[src/adcseq_pkg.sv]
package adcseq_pkg;
    // ============================================================
    // Register offsets (byte addresses on the AXI4-Lite slave)
    localparam logic [7:0] OFF_CTRL = 8'h00;
    localparam logic [7:0] OFF_MAXCONV = 8'h04;
    localparam logic [7:0] OFF_CHSEL0 = 8'h08;
    localparam logic [7:0] OFF_STATUS = 8'h18;
    localparam logic [7:0] OFF_IRQ_STAT = 8'h1c;
    localparam logic [7:0] OFF_IRQ_MASK = 8'h20;
    localparam logic [7:0] OFF_RESULT0 = 8'h40;
    // ============================================================
    // Control register fields
    localparam int CTRL_ENABLE = 0;
    localparam int CTRL_CASCADE = 1;
    localparam int CTRL_CONT_RUN = 2;
    localparam int CTRL_EVERY_OTHER1 = 3;
    localparam int CTRL_EVERY_OTHER2 = 4;
    localparam int CTRL_SW_START1 = 5;
    localparam int CTRL_SW_START2 = 6;
    localparam int CTRL_RESET_SEQ = 7;
    localparam int CTRL_EXT_EN = 8;
    localparam int CTRL_PWM_EN1 = 9;
    localparam int CTRL_PWM_EN2 = 10;
    localparam int CTRL_CLKDIV_LSB = 16;
    localparam int CTRL_ACQ_LSB = 20;
    localparam int CTRL_DIV_W = 4;
    localparam logic [31:0] CTRL_RESET = 32'h0000_0000;
    localparam logic [31:0] CTRL_WMASK = 32'h00ff_07ff; // Start bits must be writable
    localparam logic [7:0] MAXCONV_RESET = 8'h00;
    // ============================================================
    // Converter figures
    localparam int RES_W = 12;
    localparam logic [11:0] RES_FULL = 12'hfff;
    localparam logic [12:0] RES_STEPS = 13'h1000;
    localparam int CONV_PERIODS = 2;
    localparam logic [3:0] CONV_TICKS = 4'(CONV_PERIODS);
    localparam int STEPS = 16;
    localparam int HALF = 8;
    typedef enum {ADCS_IDLE, ADCS_ACQ, ADCS_CONV, ADCS_STORE} adcs_state_t;
endpackage

[src/adcs_result_mem.sv]
`timescale 1ns/1ps
module adcs_result_mem (
    input wire logic clk,
    input wire logic rst_n,
    input wire logic we,
    input wire logic [3:0] waddr,
    input wire logic [11:0] wdata,
    input wire logic [3:0] raddr,
    output logic [11:0] rdata
);
    logic [11:0] mem_q [16];
    // ============================================================
    // Storage; read data registered
    genvar i;
    generate
        for (i = 0; i < 16; i++) begin : g_ent
            always_ff @(posedge clk or negedge rst_n) begin
                if (!rst_n) begin
                    mem_q[i] <= 12'h000;
                end else if (we && waddr == 4'(i)) begin
                    mem_q[i] <= wdata;
                end
            end
        end
    endgenerate
    always_ff @(posedge clk or negedge rst_n) begin
        if (!rst_n) begin
            rdata <= 12'h000;
        end else begin
            rdata <= mem_q[raddr];
        end
    end
endmodule

[src/adcs_top.sv]
`timescale 1ns/1ps
module adcs_top (
    input wire logic CLOCK,
    input wire logic RSTN,
    input wire logic FAST_PERIPHERAL_CLOCK_EN,
    input wire logic PWM_START_TRIGGER_ONE,
    input wire logic PWM_START_TRIGGER_TWO,
    input wire logic EXTERNAL_INT_LINE_TWO,
    input wire logic [12:0] ANALOG_CHANNEL_INPUT,
    input wire logic [12:0] LOW_REFERENCE_INPUT,
    output logic [3:0] MUX_SELECT,
    output logic SAMPLE_HOLD,
    output logic CONVERTER_CLOCK_ENABLE,
    output logic [1:0] SEQUENCE_DONE_EVENT,
    output logic IRQ,
    input wire logic [7:0] AWADDR,
    input wire logic AWVALID,
    output logic AWREADY,
    input wire logic [31:0] WDATA,
    input wire logic [3:0] WSTRB,
    input wire logic WVALID,
    output logic WREADY,
    output logic [1:0] BRESP,
    output logic BVALID,
    input wire logic BREADY,
    input wire logic [7:0] ARADDR,
    input wire logic ARVALID,
    output logic ARREADY,
    output logic [31:0] RDATA,
    output logic [1:0] RRESP,
    output logic RVALID,
    input wire logic RREADY
);
    logic [31:0] ctrl_q, w_data_q, wd;
    logic [7:0] maxconv_q, aw_addr_q, ar_addr_q, wa;
    logic [3:0] chsel_q [16];
    logic [1:0] irq_stat_q, irq_mask_q, pend_q, toggle_q, done_q;
    logic [3:0] ptr_q [2];
    logic [3:0] cur_step_q, div_cnt_q, acq_cnt_q, conv_cnt_q;
    logic cur_seq_q, aw_hold_q, w_hold_q, rd_pend_q;
    adcseq_pkg::adcs_state_t state_q;
    logic [11:0] sample_q, res_rdata, clamped;
    logic res_we, tick, wr_fire, sel_seq, cascade;
    logic [1:0] trig, sw_start, seq_end, clr_irq;
    logic [3:0] last_step [2];
    logic [12:0] diff;

    assign cascade = ctrl_q[adcseq_pkg::CTRL_CASCADE];
    // ============================================================
    // AXI4-Lite write path: address and data taken in either order
    assign AWREADY = !aw_hold_q && !BVALID;
    assign WREADY = !w_hold_q && !BVALID;
    assign wr_fire = (aw_hold_q || AWVALID) && (w_hold_q || WVALID) && !BVALID;
    always_ff @(posedge CLOCK or negedge RSTN) begin
        if (!RSTN) begin
            aw_hold_q <= 1'b0;
            w_hold_q <= 1'b0;
            aw_addr_q <= 8'h00;
            w_data_q <= 32'h0;
            BVALID <= 1'b0;
        end else begin
            if (AWVALID && AWREADY) begin
                aw_addr_q <= AWADDR;
            end
            if (WVALID && WREADY) begin
                w_data_q <= WDATA;
            end
            aw_hold_q <= wr_fire ? 1'b0 : (aw_hold_q || AWVALID);
            w_hold_q <= wr_fire ? 1'b0 : (w_hold_q || WVALID);
            if (wr_fire) begin
                BVALID <= 1'b1;
            end else if (BREADY) begin
                BVALID <= 1'b0;
            end
        end
    end
    assign BRESP = 2'b00;
    // Write address and data, held copy or live bus
    assign wa = aw_hold_q ? aw_addr_q : AWADDR;
    assign wd = w_hold_q ? w_data_q : WDATA;
    // Byte-lane aware write of the control word; start bits self-clear
    always_ff @(posedge CLOCK or negedge RSTN) begin
        if (!RSTN) begin
            ctrl_q <= adcseq_pkg::CTRL_RESET;
            maxconv_q <= adcseq_pkg::MAXCONV_RESET;
            irq_mask_q <= 2'b00;
        end else begin
            ctrl_q[adcseq_pkg::CTRL_SW_START1] <= 1'b0;
            ctrl_q[adcseq_pkg::CTRL_SW_START2] <= 1'b0;
            ctrl_q[adcseq_pkg::CTRL_RESET_SEQ] <= 1'b0;
            if (wr_fire && wa == adcseq_pkg::OFF_CTRL) begin
                for (int b = 0; b < 4; b++) begin
                    if (WSTRB[b]) begin
                        ctrl_q[b*8 +: 8] <= wd[b*8 +: 8] & adcseq_pkg::CTRL_WMASK[b*8 +: 8];
                    end
                end
            end
            if (wr_fire && wa == adcseq_pkg::OFF_MAXCONV && WSTRB[0]) begin
                maxconv_q <= wd[7:0];
            end
            if (wr_fire && wa == adcseq_pkg::OFF_IRQ_MASK && WSTRB[0]) begin
                irq_mask_q <= wd[1:0];
            end
        end
    end
    // Channel selection words, four steps per word
    genvar g;
    generate
        for (g = 0; g < 16; g++) begin : g_chsel
            always_ff @(posedge CLOCK or negedge RSTN) begin
                if (!RSTN) begin
                    chsel_q[g] <= 4'h0;
                end else if (wr_fire && wa == adcseq_pkg::OFF_CHSEL0 + 8'(4 * (g / 4))
                             && WSTRB[(g % 4) / 2]) begin
                    chsel_q[g] <= wd[(g % 4) * 4 +: 4];
                end
            end
        end
    endgenerate
    assign sw_start = {ctrl_q[adcseq_pkg::CTRL_SW_START2], ctrl_q[adcseq_pkg::CTRL_SW_START1]};
    // ============================================================
    // AXI4-Lite read path; result reads take no extra cycle, the memory read starts as AR is taken
    assign ARREADY = !rd_pend_q && !RVALID;
    always_ff @(posedge CLOCK or negedge RSTN) begin
        if (!RSTN) begin
            rd_pend_q <= 1'b0;
            ar_addr_q <= 8'h00;
            RVALID <= 1'b0;
            RDATA <= 32'h0;
        end else begin
            if (ARVALID && ARREADY) begin
                rd_pend_q <= 1'b1;
                ar_addr_q <= ARADDR;
            end
            if (rd_pend_q) begin
                rd_pend_q <= 1'b0;
                RVALID <= 1'b1;
                if (ar_addr_q >= adcseq_pkg::OFF_RESULT0) begin
                    RDATA <= (ar_addr_q < adcseq_pkg::OFF_RESULT0 + 8'h40)
                             ? {20'h0, res_rdata} : 32'h0;
                end else if (ar_addr_q == adcseq_pkg::OFF_CTRL) begin
                    RDATA <= ctrl_q;
                end else if (ar_addr_q == adcseq_pkg::OFF_MAXCONV) begin
                    RDATA <= {24'h0, maxconv_q};
                end else if (ar_addr_q >= adcseq_pkg::OFF_CHSEL0 && ar_addr_q < 8'h18) begin
                    RDATA <= {16'h0, chsel_q[{ar_addr_q[3:2] - 2'd2, 2'd3}],
                              chsel_q[{ar_addr_q[3:2] - 2'd2, 2'd2}],
                              chsel_q[{ar_addr_q[3:2] - 2'd2, 2'd1}],
                              chsel_q[{ar_addr_q[3:2] - 2'd2, 2'd0}]};
                end else if (ar_addr_q == adcseq_pkg::OFF_STATUS) begin
                    RDATA <= {16'h0, ptr_q[1], ptr_q[0], pend_q,
                              state_q != adcseq_pkg::ADCS_IDLE, cur_seq_q, cur_step_q};
                end else if (ar_addr_q == adcseq_pkg::OFF_IRQ_STAT) begin
                    RDATA <= {30'h0, irq_stat_q};
                end else if (ar_addr_q == adcseq_pkg::OFF_IRQ_MASK) begin
                    RDATA <= {30'h0, irq_mask_q};
                end else begin
                    RDATA <= 32'h0; // Unmapped reads return zero with OKAY
                end
            end else if (RVALID && RREADY) begin
                RVALID <= 1'b0;
            end
        end
    end
    assign RRESP = 2'b00;
    // ============================================================
    // Triggers: PWM one feeds sequencer 1, PWM two feeds sequencer 2 only when not cascaded
    always_comb begin
        trig[0] = sw_start[0]
            || (ctrl_q[adcseq_pkg::CTRL_PWM_EN1] && PWM_START_TRIGGER_ONE)
            || (ctrl_q[adcseq_pkg::CTRL_EXT_EN] && EXTERNAL_INT_LINE_TWO);
        trig[1] = !cascade && (sw_start[1]
            || (ctrl_q[adcseq_pkg::CTRL_PWM_EN2] && PWM_START_TRIGGER_TWO));
    end
    // Per-sequencer last step from the max conversion field
    assign last_step[0] = cascade ? maxconv_q[3:0] : {1'b0, maxconv_q[2:0]};
    assign last_step[1] = {1'b1, maxconv_q[6:4]};
    assign seq_end[0] = res_we && !cur_seq_q && cur_step_q == last_step[0];
    assign seq_end[1] = res_we && cur_seq_q && cur_step_q == last_step[1];
    // Pending requests; a new trigger wins over the service clear
    always_ff @(posedge CLOCK or negedge RSTN) begin
        if (!RSTN) begin
            pend_q <= 2'b00;
        end else begin
            for (int s = 0; s < 2; s++) begin
                if (trig[s]) begin
                    pend_q[s] <= 1'b1;
                end else if (seq_end[s] && !ctrl_q[adcseq_pkg::CTRL_CONT_RUN]) begin
                    pend_q[s] <= 1'b0;
                end
            end
        end
    end
    // ============================================================
    // Fast-clock divider: one tick per converter clock period
    always_ff @(posedge CLOCK or negedge RSTN) begin
        if (!RSTN) begin
            div_cnt_q <= 4'h0;
        end else if (FAST_PERIPHERAL_CLOCK_EN) begin
            div_cnt_q <= tick ? 4'h0 : div_cnt_q + 4'h1;
        end
    end
    assign tick = FAST_PERIPHERAL_CLOCK_EN
        && div_cnt_q == ctrl_q[adcseq_pkg::CTRL_CLKDIV_LSB +: adcseq_pkg::CTRL_DIV_W];
    assign CONVERTER_CLOCK_ENABLE = tick && ctrl_q[adcseq_pkg::CTRL_ENABLE];
    // Sequencer 1 has priority; only one conversion in flight
    assign sel_seq = !pend_q[0] && pend_q[1];
    // Saturating conversion of the input code
    assign diff = ANALOG_CHANNEL_INPUT - LOW_REFERENCE_INPUT;
    always_comb begin
        if (ANALOG_CHANNEL_INPUT <= LOW_REFERENCE_INPUT) begin
            clamped = 12'h000;
        end else if (ANALOG_CHANNEL_INPUT >= adcseq_pkg::RES_STEPS) begin
            clamped = adcseq_pkg::RES_FULL;
        end else begin
            clamped = diff[11:0];
        end
    end
    // ============================================================
    // Shared converter control
    always_ff @(posedge CLOCK or negedge RSTN) begin
        if (!RSTN) begin
            state_q <= adcseq_pkg::ADCS_IDLE;
            cur_step_q <= 4'h0;
            cur_seq_q <= 1'b0;
            acq_cnt_q <= 4'h0;
            conv_cnt_q <= 4'h0;
            sample_q <= 12'h000;
        end else begin
            case (state_q)
                adcseq_pkg::ADCS_IDLE: begin
                    if (ctrl_q[adcseq_pkg::CTRL_ENABLE] && pend_q != 2'b00) begin
                        cur_seq_q <= sel_seq;
                        cur_step_q <= ptr_q[sel_seq];
                        acq_cnt_q <= 4'h0;
                        state_q <= adcseq_pkg::ADCS_ACQ;
                    end
                end
                adcseq_pkg::ADCS_ACQ: begin
                    if (tick) begin
                        if (acq_cnt_q == ctrl_q[adcseq_pkg::CTRL_ACQ_LSB +: 4]) begin
                            sample_q <= clamped;
                            conv_cnt_q <= 4'h0;
                            state_q <= adcseq_pkg::ADCS_CONV;
                        end else begin
                            acq_cnt_q <= acq_cnt_q + 4'h1;
                        end
                    end
                end
                adcseq_pkg::ADCS_CONV: begin
                    if (tick) begin
                        conv_cnt_q <= conv_cnt_q + 4'h1;
                        if (conv_cnt_q == adcseq_pkg::CONV_TICKS - 4'h1) begin
                            state_q <= adcseq_pkg::ADCS_STORE;
                        end
                    end
                end
                adcseq_pkg::ADCS_STORE: begin
                    state_q <= adcseq_pkg::ADCS_IDLE;
                end
                default: begin
                    state_q <= adcseq_pkg::ADCS_IDLE;
                end
            endcase
        end
    end
    assign SAMPLE_HOLD = state_q == adcseq_pkg::ADCS_ACQ;
    assign MUX_SELECT = cascade ? chsel_q[cur_step_q]
        : {cur_seq_q, chsel_q[cur_step_q][2:0]};
    assign res_we = state_q == adcseq_pkg::ADCS_STORE;
    // Step pointers per sequencer, wrap at the end of the session
    always_ff @(posedge CLOCK or negedge RSTN) begin
        if (!RSTN) begin
            ptr_q[0] <= 4'h0;
            ptr_q[1] <= 4'h8;
        end else if (ctrl_q[adcseq_pkg::CTRL_RESET_SEQ]) begin
            ptr_q[0] <= 4'h0;
            ptr_q[1] <= 4'h8;
        end else if (res_we) begin
            if (seq_end[cur_seq_q]) begin
                ptr_q[cur_seq_q] <= cur_seq_q ? 4'h8 : 4'h0;
            end else begin
                ptr_q[cur_seq_q] <= cur_step_q + 4'h1;
            end
        end
    end
    // Done events, every-other counting and sticky interrupt status
    assign clr_irq = (wr_fire && wa == adcseq_pkg::OFF_IRQ_STAT && WSTRB[0]) ? wd[1:0] : 2'b00;
    always_ff @(posedge CLOCK or negedge RSTN) begin
        if (!RSTN) begin
            done_q <= 2'b00;
            toggle_q <= 2'b00;
            irq_stat_q <= 2'b00;
        end else begin
            done_q <= seq_end;
            for (int s = 0; s < 2; s++) begin
                if (seq_end[s]) begin
                    toggle_q[s] <= !toggle_q[s];
                end
                if (seq_end[s] && (!ctrl_q[adcseq_pkg::CTRL_EVERY_OTHER1 + s] || toggle_q[s])) begin
                    irq_stat_q[s] <= 1'b1;
                end else if (clr_irq[s]) begin
                    irq_stat_q[s] <= 1'b0;
                end
            end
        end
    end
    assign SEQUENCE_DONE_EVENT = done_q;
    assign IRQ = |(irq_stat_q & irq_mask_q);

    adcs_result_mem u_mem (
        .clk(CLOCK),
        .rst_n(RSTN),
        .we(res_we),
        .waddr(cur_step_q),
        .wdata(sample_q),
        .raddr(ARREADY ? ARADDR[5:2] : ar_addr_q[5:2]), // Memory read starts as AR is taken
        .rdata(res_rdata)
    );
    // ============================================================
    // Checks
    conv_width_a: assert property (@(posedge CLOCK) disable iff (!RSTN)
        $rose(res_we) |-> $past(state_q == adcseq_pkg::ADCS_CONV))
        else $error("store without conversion");
    no_start_off_a: assert property (@(posedge CLOCK) disable iff (!RSTN)
        (state_q == adcseq_pkg::ADCS_IDLE && !ctrl_q[0]) |=> state_q == adcseq_pkg::ADCS_IDLE)
        else $error("started while disabled");
    pend_hold_a: assert property (@(posedge CLOCK) disable iff (!RSTN)
        trig[0] |=> pend_q[0])
        else $error("trigger lost");
    sat_high_a: assert property (@(posedge CLOCK) disable iff (!RSTN)
        (ANALOG_CHANNEL_INPUT > LOW_REFERENCE_INPUT && ANALOG_CHANNEL_INPUT >= 13'h1000)
        |-> clamped == 12'hfff)
        else $error("no saturation");
    mux_group_a: assert property (@(posedge CLOCK) disable iff (!RSTN)
        (!cascade && state_q == adcseq_pkg::ADCS_ACQ) |-> MUX_SELECT[3] == cur_seq_q)
        else $error("channel from wrong group");
    dual_seq_a: assert property (@(posedge CLOCK) disable iff (!RSTN)
        cascade |-> !trig[1])
        else $error("second sequencer active in cascade");
    done_pulse_a: assert property (@(posedge CLOCK) disable iff (!RSTN)
        seq_end[0] |=> SEQUENCE_DONE_EVENT[0] ##1 !SEQUENCE_DONE_EVENT[0])
        else $error("done event not one pulse");
    store_once_a: assert property (@(posedge CLOCK) disable iff (!RSTN)
        res_we |=> !res_we)
        else $error("overlapping conversions");
    irq_set_a: assert property (@(posedge CLOCK) disable iff (!RSTN)
        (seq_end[0] && !ctrl_q[3]) |=> irq_stat_q[0])
        else $error("interrupt status not set");
endmodule

[config.mk]
export PLATFORM = sky130hd
export DESIGN_NAME = adcs_top
export DESIGN_NICKNAME = d
export VERILOG_FILES = /design/src/adcseq_pkg.sv /design/src/adcs_result_mem.sv /design/src/adcs_top.sv
export SDC_FILE = /design/constraint.sdc
export NUM_CORES = 1
export LEC_CHECK = 0
export BUFFER_PORTS_ARGS = -buffer_cell sky130_fd_sc_hd__buf_2
export CAP_MARGIN = 25
export CORE_ASPECT_RATIO = 0.75
export CORE_UTILIZATION = 35
export CTS_CLUSTER_SIZE = 28
export DETAILED_ROUTE_END_ITERATION = 16
export PLACE_DENSITY = 0.52
export SETUP_SLACK_MARGIN = 0.1
export SLEW_MARGIN = 15
export SYNTH_ARGS = -nofsm -noshare
export SYNTH_HDL_FRONTEND = slang
export SYNTH_SLANG_ARGS = --single-unit
[constraint.sdc]
create_clock -name CLOCK -period 2 [get_ports CLOCK]
set_input_delay 0.1 -clock CLOCK [delete_from_list [all_inputs] [get_ports CLOCK]]
set_output_delay 0.1 -clock CLOCK [all_outputs]
set_load 0.01 [all_outputs]
==> metrics <==
nets@finish=2138; Clock Sinks=approximately 410; cell area after layout=0.0278 mm²; CTS max path bufs=3; clock network latency to the later pin of the worst-skew pair=0.56 ns; First DRT Iteration DRCs=around 890; GRT busiest layer=met1; share of post-route cells with drive strength above 1=between 40% and 50%; failing checks=setup timing; htree depth=2; relative slew slack=41.8%; # IOs=roughly 140; outcome=finished, violations left; flops & latches, synth=slightly above 400; Power, Total=about 32 mW; CP max FO=6; initial antenna violation count=2; Final Critical Period=2.54 ns; Hold Crit Depth=4; cell count after synthesis=between 1500 and 2000; # rows=76; hold path start=LOW_REFERENCE_INPUT[0]; kind of critical path=register to output port; Post-DP Area=0.0236 mm²; Reg area=0.0103 mm²; Die Wd=281 µm; LEAKAGE=between 10 and 15 nW; RSZ-0062 raised after global routing=true; number of synthesized flops with an enable pin=0; worst hold path type=input port to register; cell area after synthesis=0.0204 mm²; Critical R2R Launch=RVALID; top post-synthesis cells by area=dfrtp_1 (50%), mux2_2 (17%), mux4_2 (6.6%); WL/cell=around 22 µm; routed vias=14800; clock tree from TritonCTS=built; final worst path period share=127%; post-route ant nets=0; total track usage=about a fifth; met2 Resource Use GR=around 30%; grt ovf=0; multi-input logic area=roughly 0.011 mm²; routability cong.=roughly 0.88; Post-synth top flop=dfrtp_1; count of pins over their slew limit=0; RR Endpoint=u_mem.rdata[10]; fraction of registers with async set/reset=100%; Area Growth Syn to Fin=36.2%; first-pass iteration count of the detailed router=4; Worst Hold Slack=approximately 0.034 ns; top-area cell type share of the netlist area=between 50% and 60%; DRC viols=0; Distinct cells, synth=74; Final Setup Violations=between 100 and 150; PortBufs=roughly 120; final hold viol count=0; first-pass GRT wire length=~95 mm; Die Area=a little under 0.06 mm²; post-detail-place hpwl=~41 mm; root buffer cell=clkbuf_16; vias in the first global route=roughly 15000; CP startpoint kind=register; commonest cells after routing, fill and taps aside=dfrtp_1 (405), mux2_2 (251), nand2_1 (145); Starting Density=~35%; clock slew at the register clock pins of the worst setup and hold paths=0.06 ns; met3 Usage GRT=4.26%; Post-Route WL=a little over 60 mm; syn avg cell area=around 12 µm²; clock skew=0.0252 ns; Hold EP=sample_q[0]; M1 GR Usage=between 30% and 40%; most common cell after layout, fill and taps aside=dfrtp_1; Inserted Clock Buffers=43; largest net degree at the start of global routing=69; CP endpoint kind=output port; sequential area share after synthesis=50.6%; # Max-Cap Violations=0; setup slack after layout=-0.542 ns; vias per cell=around 5.2; TNS Setup=-9.76 ns; Worst VDD drop=0.613 mV; leading area contributor after synthesis=dfrtp_1; pwr dens=approximately 1200 mW/mm²; core footprint=0.0575 mm²; # diodes=0; Die H=between 200 and 250 µm; Yosys warning total=0; cells on worst reg2reg path=10; FMAX=0.393 GHz; Arr. time, crit path=about 2.4 ns; Critical Path Start=cur_step_q[0]; Fillers=around 5000; Reg2Reg Setup Slack=-0.24 ns; CP required=1.90 ns; Worst-Margin Slew=around 0.85 ns
[cell families (layout without fill, tap and decap cells)]
group | Yosys count | after routing | synth area share (%)
buffers and inverters | 163 | 552 | 3.84
flip-flops | 413 | 413 | 50.6
multiplexers | 425 | 425 | 26.6
adder cells (fa/ha/maj) | 27 | 27 | 1.69
XOR/XNOR | 27 | 27 | 1.27
AND/OR/NAND/NOR | 380 | 380 | 9.13
AO/OA/AOI/OAI | 218 | 218 | 6.82
other | 1 | 12 | 0.0184
[repair_timing]
item                                    in CTS  in global routing
endpoints found under the setup margin     312                278
buffers inserted                            38                 19
gates cloned                                 7                  5
hold endpoints to repair                   507                  0
pin swaps                                   82                 66
resized for setup                          248                128
hold buffers                                51                  0
[layout make-up]
type,instances,area share [%]
Tap cell,780,3.51
Clock buffer,68,4.78
Timing Repair Buffer,424,15.4
Clock inverter,9,0.342
Sequential cell,413,37.2
Inverter,51,0.702
Multi-Input combinational cell,1089,38.1
[sequential cells by signal (all words and copies together) (netlist names), 4 cells and up]
name,count
u_mem.mem_q,192
ptr_q,8
conv_cnt_q,4
acq_cnt_q,4
w_data_q,24
sample_q,12
chsel_q,64
RDATA,24
u_mem.rdata,12
aw_addr_q,8
div_cnt_q,4
ar_addr_q,8
ctrl_q,19
maxconv_q,8
cur_step_q,4
[metal layers]
layer / vias to the layer above / routed length [µm]
li1: 6686 / -
met1: 7743 / 31100
met2: 353 / 26500
met3: 67 / 3680
met4: 0 / 951
met5: - / 0
[Yosys cell counts, types with 5 or more instances]
master / count
a32oi_1: 20
nand3_1: 34
xor2_1: 13
buf_6: 9
nand2_1: 163
mux2_2: 309
buf_2: 34
a221oi_1: 11
a21oi_2: 5
nor2b_1: 7
nor3_1: 14
buf_1: 5
dfrtp_1: 412
nor4_1: 5
and2_1: 14
o21ai_1: 15
clkbuf_1: 47
o21ai_0: 55
inv_1: 51
a21oi_1: 54
mux4_2: 60
nor3b_1: 9
o22ai_1: 18
ha_1: 26
xnor2_1: 11
buf_4: 16
nor2_1: 69
o211ai_1: 10
nand4_1: 14
mux2i_1: 51
nand2b_1: 14
[per-stage QoR]
step | std cells | worst slack [ns] | utilization (%)
2_1_floorplan | 1665 | -0.0959 | -
3_3_place_gp | 2643 | -0.329 | 41.1
3_5_place_dp | 2643 | -0.355 | 41.1
4_1_cts | 2815 | -0.578 | 47.1
5_1_grt | 2834 | -0.607 | 48.3
6_report | 2834 | -0.542 | 48.3
[worst max path at each step]
stage	endpoint	cells past startpoint
after CTS	MUX_SELECT[0]	4
final	MUX_SELECT[3]	4
after detailed placement	u_mem.rdata[6]	7
after floorplan	u_mem.rdata[1]	7
after global placement	u_mem.rdata[6]	7
after global routing	MUX_SELECT[0]	5
[critical path: stages, from the launching register on]
cell     delay (ns)
dfrtp_2        0.45
mux4_2         0.51
mux4_2         0.50
mux2_4         0.30
buf_6          0.12
[where the power goes]
| group | internal (mW) | switching [mW] |
|---|---|---|
| sequential | 9.80 | 1.76 |
| clock | 4.69 | 3.43 |
| combinational | 6.42 | 5.97 |
Power figures use the tool's default switching activity.
